==> src/rtl/gpio_port_pkg.sv <==
// How it works
// - Eight two-way pins, each with direction bit, output latch bit and input read.
// - Direction bit 1 turns the pin's output driver off, making it an input.
// - Direction bit 0 turns the driver on and drives the latch value.
// - Port reads return sampled pin levels; port writes update the latch only.
// - Port set and clear writes are read-modify-write: pin levels read, modified, stored to latch.
// - Direction bits still control the driver while the pin serves analog input.
// - A pin selected as analog input reads 0 through the digital read path.
// - Open-drain bit set: pin only sinks current, never drives high.
// - Open-drain bit clear: pin is a push-pull driver, sourcing and sinking.
// - Slew-limit bit set rate-limits edges; clear switches at full speed.
// - Threshold bit selects Schmitt CMOS or TTL levels for each pin's input.
// - The chosen threshold sets both port reads and pin-change detection level.
// - With several sources enabled, the highest fixed-priority source drives the pin.
// - Analog and most digital inputs stay outside priority and always see the pin.
// - Designated digital input functions override other functions and join the priority.
// - Pins 0,2 latch only; pin 1 op-amp 3 first; pin 3 controller 4 A first.
// - Pins 4,5 controller 3 F,E; pin 6 D, comparator 3; pin 7 C, comparator 4.
package gpio_port_pkg;
   localparam int unsigned PORT_WIDTH = 8;
   localparam int unsigned ADDR_WIDTH = 4;

   // Register byte offsets
   localparam logic [3:0] OFF_PORT      = 4'h0;
   localparam logic [3:0] OFF_LATCH     = 4'h1;
   localparam logic [3:0] OFF_DIR       = 4'h2;
   localparam logic [3:0] OFF_OPEN      = 4'h3;
   localparam logic [3:0] OFF_SLEW      = 4'h4;
   localparam logic [3:0] OFF_THRESH    = 4'h5;
   localparam logic [3:0] OFF_ANALOG    = 4'h6;
   localparam logic [3:0] OFF_PORT_SET  = 4'h7;
   localparam logic [3:0] OFF_PORT_CLR  = 4'h8;

   // Reset values
   localparam logic [7:0] RST_LATCH  = 8'h00;
   localparam logic [7:0] RST_DIR    = 8'hff;
   localparam logic [7:0] RST_OPEN   = 8'h00;
   localparam logic [7:0] RST_SLEW   = 8'hff;
   localparam logic [7:0] RST_THRESH = 8'h00;
   localparam logic [7:0] RST_ANALOG = 8'h00;
   localparam logic [7:0] RST_RDATA  = 8'h00;

   // Pin positions with peripheral sources
   localparam int unsigned PIN_OPAMP3 = 1;
   localparam int unsigned PIN_SMC4A  = 3;
   localparam int unsigned PIN_SMC3F  = 4;
   localparam int unsigned PIN_SMC3E  = 5;
   localparam int unsigned PIN_SMC3D  = 6;
   localparam int unsigned PIN_SMC3C  = 7;
endpackage : gpio_port_pkg

==> src/rtl/gpio_port.sv <==
`timescale 1ns/1ps
`default_nettype none

module gpio_port
   import gpio_port_pkg::*;
(
   input  wire logic                  i_sys_clk,
   input  wire logic                  i_resetn,
   // Register port
   input  wire logic [ADDR_WIDTH-1:0] i_addr,
   input  wire logic [7:0]            i_wdata,
   input  wire logic                  i_wr,
   input  wire logic                  i_rd,
   output logic      [7:0]            o_rdata,
   // Pad side
   input  wire logic [7:0]            i_pin_schmitt,
   input  wire logic [7:0]            i_pin_ttl,
   output logic      [7:0]            o_pin_out,
   output logic      [7:0]            o_pin_oe,
   output logic      [7:0]            o_slew_limit,
   output logic      [7:0]            o_ttl_select,
   output logic      [7:0]            o_analog_select,
   // Peripheral sources and their output enables
   input  wire logic                  i_opamp_three_output,
   input  wire logic                  i_opamp_three_en,
   input  wire logic                  i_switch_mode_ctl4_out_a,
   input  wire logic                  i_switch_mode_ctl4_en_a,
   input  wire logic                  i_switch_mode_ctl3_out_f,
   input  wire logic                  i_switch_mode_ctl3_en_f,
   input  wire logic                  i_switch_mode_ctl3_out_e,
   input  wire logic                  i_switch_mode_ctl3_en_e,
   input  wire logic                  i_switch_mode_ctl3_out_d,
   input  wire logic                  i_switch_mode_ctl3_en_d,
   input  wire logic                  i_switch_mode_ctl3_out_c,
   input  wire logic                  i_switch_mode_ctl3_en_c,
   input  wire logic                  i_comparator_three_output,
   input  wire logic                  i_comparator_three_en,
   input  wire logic                  i_comparator_four_output,
   input  wire logic                  i_comparator_four_en,
   // Designated input functions that claim their pin
   input  wire logic [7:0]            i_input_override,
   // Threshold-resolved pin level for peripherals and pin-change logic
   output logic      [7:0]            o_pin_level
);

   logic [7:0] port_output_latch;
   logic [7:0] port_direction_bits;
   logic [7:0] open_drain_select_bits;
   logic [7:0] slew_limit_select_bits;
   logic [7:0] input_threshold_select_bits;
   logic [7:0] analog_select_bits;
   logic [7:0] next_port_output_latch;
   logic [7:0] next_port_direction_bits;
   logic [7:0] next_open_drain_select_bits;
   logic [7:0] next_slew_limit_select_bits;
   logic [7:0] next_input_threshold_select_bits;
   logic [7:0] next_analog_select_bits;
   logic [7:0] fourth_port_pin_value;
   logic [7:0] next_fourth_port_pin_value;
   logic [7:0] next_rdata;
   logic [7:0] digital_read;
   logic [7:0] drive_value;
   logic [7:0] drive_enable;

   // Control registers
   always_comb begin
      next_port_output_latch           = port_output_latch;
      next_port_direction_bits         = port_direction_bits;
      next_open_drain_select_bits      = open_drain_select_bits;
      next_slew_limit_select_bits      = slew_limit_select_bits;
      next_input_threshold_select_bits = input_threshold_select_bits;
      next_analog_select_bits          = analog_select_bits;
      if (i_wr) begin
         case (i_addr)
            OFF_PORT,
            OFF_LATCH:    next_port_output_latch = i_wdata;
            // Bit operations start from the sampled pins, not the latch, and store to the latch
            OFF_PORT_SET: next_port_output_latch = digital_read | i_wdata;
            OFF_PORT_CLR: next_port_output_latch = digital_read & ~i_wdata;
            OFF_DIR:      next_port_direction_bits = i_wdata;
            OFF_OPEN:     next_open_drain_select_bits = i_wdata;
            OFF_SLEW:     next_slew_limit_select_bits = i_wdata;
            OFF_THRESH:   next_input_threshold_select_bits = i_wdata;
            OFF_ANALOG:   next_analog_select_bits = i_wdata;
            default: begin
            end
         endcase
      end
   end

   always_ff @(posedge i_sys_clk or negedge i_resetn) begin
      if (!i_resetn) begin
         port_output_latch           <= RST_LATCH;
         port_direction_bits         <= RST_DIR;
         open_drain_select_bits      <= RST_OPEN;
         slew_limit_select_bits      <= RST_SLEW;
         input_threshold_select_bits <= RST_THRESH;
         analog_select_bits          <= RST_ANALOG;
      end else begin
         port_output_latch           <= next_port_output_latch;
         port_direction_bits         <= next_port_direction_bits;
         open_drain_select_bits      <= next_open_drain_select_bits;
         slew_limit_select_bits      <= next_slew_limit_select_bits;
         input_threshold_select_bits <= next_input_threshold_select_bits;
         analog_select_bits          <= next_analog_select_bits;
      end
   end

   // Pin sampling through the selected threshold
   always_comb begin
      next_fourth_port_pin_value = (i_pin_ttl & input_threshold_select_bits)
                                 | (i_pin_schmitt & ~input_threshold_select_bits);
   end

   always_ff @(posedge i_sys_clk or negedge i_resetn) begin
      if (!i_resetn) begin
         fourth_port_pin_value <= RST_RDATA;
      end else begin
         fourth_port_pin_value <= next_fourth_port_pin_value;
      end
   end

   // Analog pins still feed peripherals, but the port read masks them
   assign digital_read = fourth_port_pin_value & ~analog_select_bits;
   assign o_pin_level  = fourth_port_pin_value;

   // Read data
   always_comb begin
      next_rdata = RST_RDATA;
      if (i_rd) begin
         case (i_addr)
            OFF_PORT:   next_rdata = digital_read;
            OFF_LATCH:  next_rdata = port_output_latch;
            OFF_DIR:    next_rdata = port_direction_bits;
            OFF_OPEN:   next_rdata = open_drain_select_bits;
            OFF_SLEW:   next_rdata = slew_limit_select_bits;
            OFF_THRESH: next_rdata = input_threshold_select_bits;
            OFF_ANALOG: next_rdata = analog_select_bits;
            default:    next_rdata = RST_RDATA;
         endcase
      end
   end

   always_ff @(posedge i_sys_clk or negedge i_resetn) begin
      if (!i_resetn) begin
         o_rdata <= RST_RDATA;
      end else begin
         o_rdata <= next_rdata;
      end
   end

   // Fixed-priority source selection, highest first
   always_comb begin
      drive_value  = port_output_latch;
      drive_enable = 8'hff;
      if (i_opamp_three_en) begin
         drive_value[PIN_OPAMP3] = i_opamp_three_output;
      end
      if (i_switch_mode_ctl4_en_a) begin
         drive_value[PIN_SMC4A] = i_switch_mode_ctl4_out_a;
      end
      if (i_switch_mode_ctl3_en_f) begin
         drive_value[PIN_SMC3F] = i_switch_mode_ctl3_out_f;
      end
      if (i_switch_mode_ctl3_en_e) begin
         drive_value[PIN_SMC3E] = i_switch_mode_ctl3_out_e;
      end
      if (i_switch_mode_ctl3_en_d) begin
         drive_value[PIN_SMC3D] = i_switch_mode_ctl3_out_d;
      end else if (i_comparator_three_en) begin
         drive_value[PIN_SMC3D] = i_comparator_three_output;
      end
      if (i_switch_mode_ctl3_en_c) begin
         drive_value[PIN_SMC3C] = i_switch_mode_ctl3_out_c;
      end else if (i_comparator_four_en) begin
         drive_value[PIN_SMC3C] = i_comparator_four_output;
      end
      // An overriding input function outranks every output source
      drive_enable = ~i_input_override;
   end

   // Per-pin driver
   genvar g;
   generate
      for (g = 0; g < PORT_WIDTH; g++) begin : g_pin
         always_comb begin
            // Direction rules even when analog is selected
            if (port_direction_bits[g] || !drive_enable[g]) begin
               o_pin_oe[g]  = 1'b0;
               o_pin_out[g] = 1'b0;
            end else if (open_drain_select_bits[g]) begin
               o_pin_oe[g]  = ~drive_value[g];
               o_pin_out[g] = 1'b0;
            end else begin
               o_pin_oe[g]  = 1'b1;
               o_pin_out[g] = drive_value[g];
            end
         end
      end
   endgenerate

   assign o_slew_limit    = slew_limit_select_bits;
   assign o_ttl_select    = input_threshold_select_bits;
   assign o_analog_select = analog_select_bits;
endmodule // gpio_port

`default_nettype wire

==> config.mk <==
export PLATFORM = sky130hd
export DESIGN_NAME = gpio_port
export DESIGN_NICKNAME = d
export VERILOG_FILES = /design/src/rtl/gpio_port_pkg.sv /design/src/rtl/gpio_port.sv
export SDC_FILE = /design/constraint.sdc
export NUM_CORES = 1
export LEC_CHECK = 0
export BUFFER_PORTS_ARGS = -buffer_cell sky130_fd_sc_hd__buf_2
export CAP_MARGIN = 5
export CORE_MARGIN = 4
export CORE_UTILIZATION = 25
export CTS_CLUSTER_DIAMETER = 120
export DETAILED_ROUTE_END_ITERATION = 12
export PLACE_DENSITY_LB_ADDON = 0.25
export SYNTH_ARGS = -nofsm -noshare
export SYNTH_HDL_FRONTEND = slang
export SYNTH_SLANG_ARGS = --single-unit
==> constraint.sdc <==
create_clock -name i_sys_clk -period 4.3 [get_ports i_sys_clk]
set_clock_uncertainty 0.2 [all_clocks]
set_input_delay 0.215 -clock i_sys_clk [delete_from_list [all_inputs] [get_ports i_sys_clk]]
set_output_delay 0.215 -clock i_sys_clk [all_outputs]
set_load 0.01 [all_outputs]
Yosys cells after proc, flatten, opt, wreduce, memory -nomap -nowiden

Index checks and enable logic that the tools add are counted.

Bitwise gates (word level): 18
Eq/ne operators: 8
Muxes and demuxes: 43
Reductions and logical operators: 25

Operators by type and width:

| operator           | number |
|---|---|
| $pmux 8 s7         | 1 |
| $mux 1             | 40 |
| $and 8x8->8        | 4 |
| $not 8->8          | 4 |
| $pmux 8 s3         | 1 |
| $eq 4x3->1 const B | 4 |
| $or 8x8->8         | 2 |
| $reduce_and 2->1   | 6 |
| $eq 4x2->1 const B | 2 |
| $logic_not 1->1    | 8 |
| $logic_or 1x1->1   | 8 |
| $mux 8             | 1 |
| $not 1->1          | 8 |
| $eq 4x1->1 const B | 1 |
| $eq 4x4->1 const B | 1 |
| $logic_not 4->1    | 1 |
| $reduce_bool 3->1  | 1 |
| $reduce_or 2->1    | 1 |

Logic and storage cells: 102
Input port bits: 56
Flip-flop bits (word level): 64

Longest topological paths before layout

Depth in word-level cells: 5
Gate-level depth with buffers: 7
Depth with buffers taken out: 4

Worst setup path before layout

Ideal clock, no wire load.

Path type: in2reg
From: input i_addr[0]
To: register input_threshold_select_bits[0] (netlist: o_ttl_select[0])
Cell stages on the path: 5
Setup time: 125 ps
Required time: 3975 ps
Arrival time: 1326 ps
Path slack: 2649 ps
Path through: buf_4 nor2b_1 and3_1 buf_4 mux2_2

Word-level cells in the longest chain between the ends: 2

Ends and longest elaborated chain:

| item                              | RTL line         | RTL |
|---|---|---|
| start, declared                   | gpio_port.sv:10  | `input wire logic [ADDR_WIDTH-1:0] i_addr,` |
| $eq 4x3->1                        | gpio_port.sv:74  | `case (i_addr)` |
| $reduce_and 2->1 (no source line) | --               |  |
| end signal, assigned              | gpio_port.sv:104 | `input_threshold_select_bits <= next_input_threshold_select_bits;` |
| end, declared                     | gpio_port.sv:50  | `logic [7:0] input_threshold_select_bits;` |

Every way passes these cells.
A chain may end at the register's enable or synchronous reset.

Worst setup path after layout

From: input i_addr[0]
To: register input_threshold_select_bits[5] (netlist: o_ttl_select[5])

Same word-level chain as after synthesis.

==> reports/qor.csv <==
stage;metric;value;unit
timing;worstMarginPinSlew;0.6643;ns
clock_network;cts_buffer_depth;2;
clock_network;cts_max_level;3;
grt;gr-total-overflow;0;
die;core;12770;µm²
place;pre_cts_slack;1.879;ns
clock_network;cts-resized-gates;0;
clock_network;cts_tree;yes;
die;die_area;15150;µm²
place;place.gp.congestion;0.8261;
critical_path;r2r_end;o_pin_level[2]$_DFF_PN0_;
yosys;synth_ff_type;dfrtp_1;
grt;grt_pass1_wl;16260;µm
final_layout;area_growth;36.89;%
timing;setup_ws;2.219;ns
critical_path;cp.arrival;2.10;ns
grt;antenna_found_initial;2;
route;dr.pass1.iters;4;
route;drt_iter0_drc;134;
yosys;syn_avg_cell_area;12.08;µm²
critical_path;regToRegSetupSlack;2.65;ns
clock_network;cts_setup_buffers;0;
route;totalWireLength;10640;µm
yosys;syn-num-nets;330;
critical_path;rr_worst_depth;2;
yosys;yosys_warnings;0;
clock_network;cts_buffers;9;
route;drc;0;
final_layout;drive_gt1_frac;0.5000;
timing;rsz0062_at_grt;false;
yosys;async_reset_ff_frac;1.000;
timing;max_slew_margin;0.5559;
route;antenna_left;0;
final_layout;fin_nets;461;
pwr;peakVddDrop;171.3;µV
route;drt-wirelength-per-cell;18.25;µm
critical_path;critPathRequiredTime;4.32;ns
job;max_cap_viol_count;0;
yosys;synth_commonest_cells;mux2_2, dfrtp_1, dfstp_2;
critical_path;timing.critical_path.to;o_ttl_select[5]$_DFFE_PN0P_;
worst_hold_path;hold_class;in2reg;
critical_path;worst_path_max_delay_cell;and3_1;
critical_path;path_cells;buf_2 > nor2b_1 > and3_1 > mux2_2;
yosys;yosysTopAreaCell;dfrtp_1;
pwr;power_density;466.3;nW/µm²
critical_path;crit_type;in2reg;
clock_network;clkTransAtPathRegs;0.05;ns
timing;post-route-min-period;2.081;ns
grt;grt_pass1_vias;2820;
clock_network;clock_latency;0.34;ns
critical_path;cp-start-kind;input pin;
die;start_util;0.2592;
timing;setup_tns;0;ns
clock_network;postCtsHoldBufs;21;
yosys;synth_edf_count;0;
yosys;synth-seq-cells;64;
yosys;synth_area_leaders;dfrtp_1, mux2_2, dfstp_2;
critical_path;reg2reg_from;o_ttl_select[2]$_DFFE_PN0P_;
critical_path;critPathMaxFanout;21;
critical_path;crit_start;i_addr[0];
route;vias;2804;
timing;finalMaxSlewViolations;0;
timing;finalHoldViolCount;0;
yosys;ys_seq_area_frac;0.4898;
critical_path;critPathTopFamily;simple AND/OR/NAND/NOR gates;
critical_path;path_buf_inv;1;
place;post-place-cells;545;
timing;setup_viol;0;
yosys;ys_types;39;
route;viasPerCell;4.810;
critical_path;end_kind;register;
die;die_h;123.1;µm
die;die_w;123.1;µm
critical_path;worstSetupPathDepth;4;
timing;fin_crit_sh;0.4840;
timing;fmax;0.4805;GHz
final_layout;final_util;0.3548;
yosys;syn_area;3311;µm²
grt;grt_usage;0.1448;
place;numPortBuffers;111;
timing;whs;0.02031;ns
yosys;syn_inst;274;
clock_network;root_buffer;clkbuf_16;
yosys;yosysMostFrequentCell;mux2_2;
critical_path;slowest_delay;0.58;ns
die;rows;41;
grt;grt_max_degree;43;
place;hpwl;7560;µm
status;status;finished, final reports clean;
yosys;yosysTopAreaCellShare;0.3628;
die;pin_count;112;
pwr;p_leak;2.018;nW
clock_network;numClockSinks;64;
final_layout;layoutNonFillerInstCount;583;
[sequential cells by signal, indices dropped and copies added (netlist names)]
name                    count
o_slew_limit                8
o_rdata                     8
o_ttl_select                8
o_analog_select             8
open_drain_select_bits      8
port_direction_bits         8
o_pin_level                 8
port_output_latch           8
[report_power, final]
part	total (mW)	switching (mW)	internal [mW]
sequential	0.884	0.136	0.748
combinational	0.454	0.204	0.250
clock	0.776	0.253	0.522
[area by class of cell]
| type | instances | area, µm² |
|---|---|---|
| sequential | 64 | 1622 |
| clock buffer | 13 | 250.2 |
| antenna | 1 | 2.502 |
| multi-input combinational | 194 | 1589 |
| inverter | 2 | 7.507 |
| fill | 1283 | 8242 |
| clock inverter | 3 | 65.06 |
| timing repair buffer | 134 | 780.7 |
| tap | 172 | 215.2 |
[cells in the final DEF, fill, tap and decap left out, drive strengths merged, types with 2 or more instances in the layout]
cell | Yosys | routed
a211oi | 9 | 9
a21o | 2 | 2
a21oi | 9 | 9
a22o | 4 | 4
a22oi | 12 | 12
a31oi | 4 | 4
and3 | 2 | 2
buf | 12 | 113
bufinv | 0 | 2
clkbuf | 2 | 13
dfrtp | 48 | 48
dfstp | 16 | 16
dlygate4sd3 | 0 | 21
inv | 2 | 2
mux2 | 56 | 56
mux2i | 11 | 11
nand2 | 15 | 15
nand2b | 4 | 4
nand3 | 4 | 4
nand3b | 8 | 8
nor2 | 2 | 2
nor2b | 9 | 9
nor3 | 4 | 4
nor3b | 6 | 6
nor4b | 9 | 9
o21ai | 12 | 12
o221a | 3 | 3
[worst min-delay path by stage]
stage | from | endpoint | slack (ns) | cells past startpoint
5_1_grt | i_wdata[1] | port_direction_bits[1]$_DFFE_PN1P_ | 0.02 | 2
2_1_floorplan | i_resetn | o_analog_select[0]$_DFFE_PN0P_ | -0.28 | 0
3_5_place_dp | i_resetn | o_pin_level[3]$_DFF_PN0_ | 0.03 | 1
6_report | i_wdata[5] | port_direction_bits[5]$_DFFE_PN1P_ | 0.02 | 2
4_1_cts | i_wdata[6] | port_direction_bits[6]$_DFFE_PN1P_ | 0.009 | 2
3_3_place_gp | i_resetn | port_output_latch[3]$_DFFE_PN0P_ | 0.03 | 1
[layer usage]
layer	vias up	wire length (µm)	global-route usage	share of wire
li1	1307	-	-	-
met1	1382	4763	0.1962	0.45
met2	97	4994	0.2224	0.47
met3	16	733	0.04941	0.069
met4	2	135	0.03668	0.013
met5	-	13	0	0.0012
[cell families after synthesis]
kind of cell,after synthesis,synth area share
AO/OA/AOI/OAI,57,0.1179
AND/OR/NAND/NOR,70,0.1383
buffers and inverters,16,0.03023
flip-flops,64,0.4898
multiplexers,67,0.2237
[per-stage QoR]
step	power (mW)	cell area, µm²
CTS	2.147	4529
global route	2.227	4532
floorplan	1.108	3311
detailed placement	1.328	4004
global placement	1.321	4004
finish	2.113	4532
Note: power is estimated with default switching activity, not from simulation.
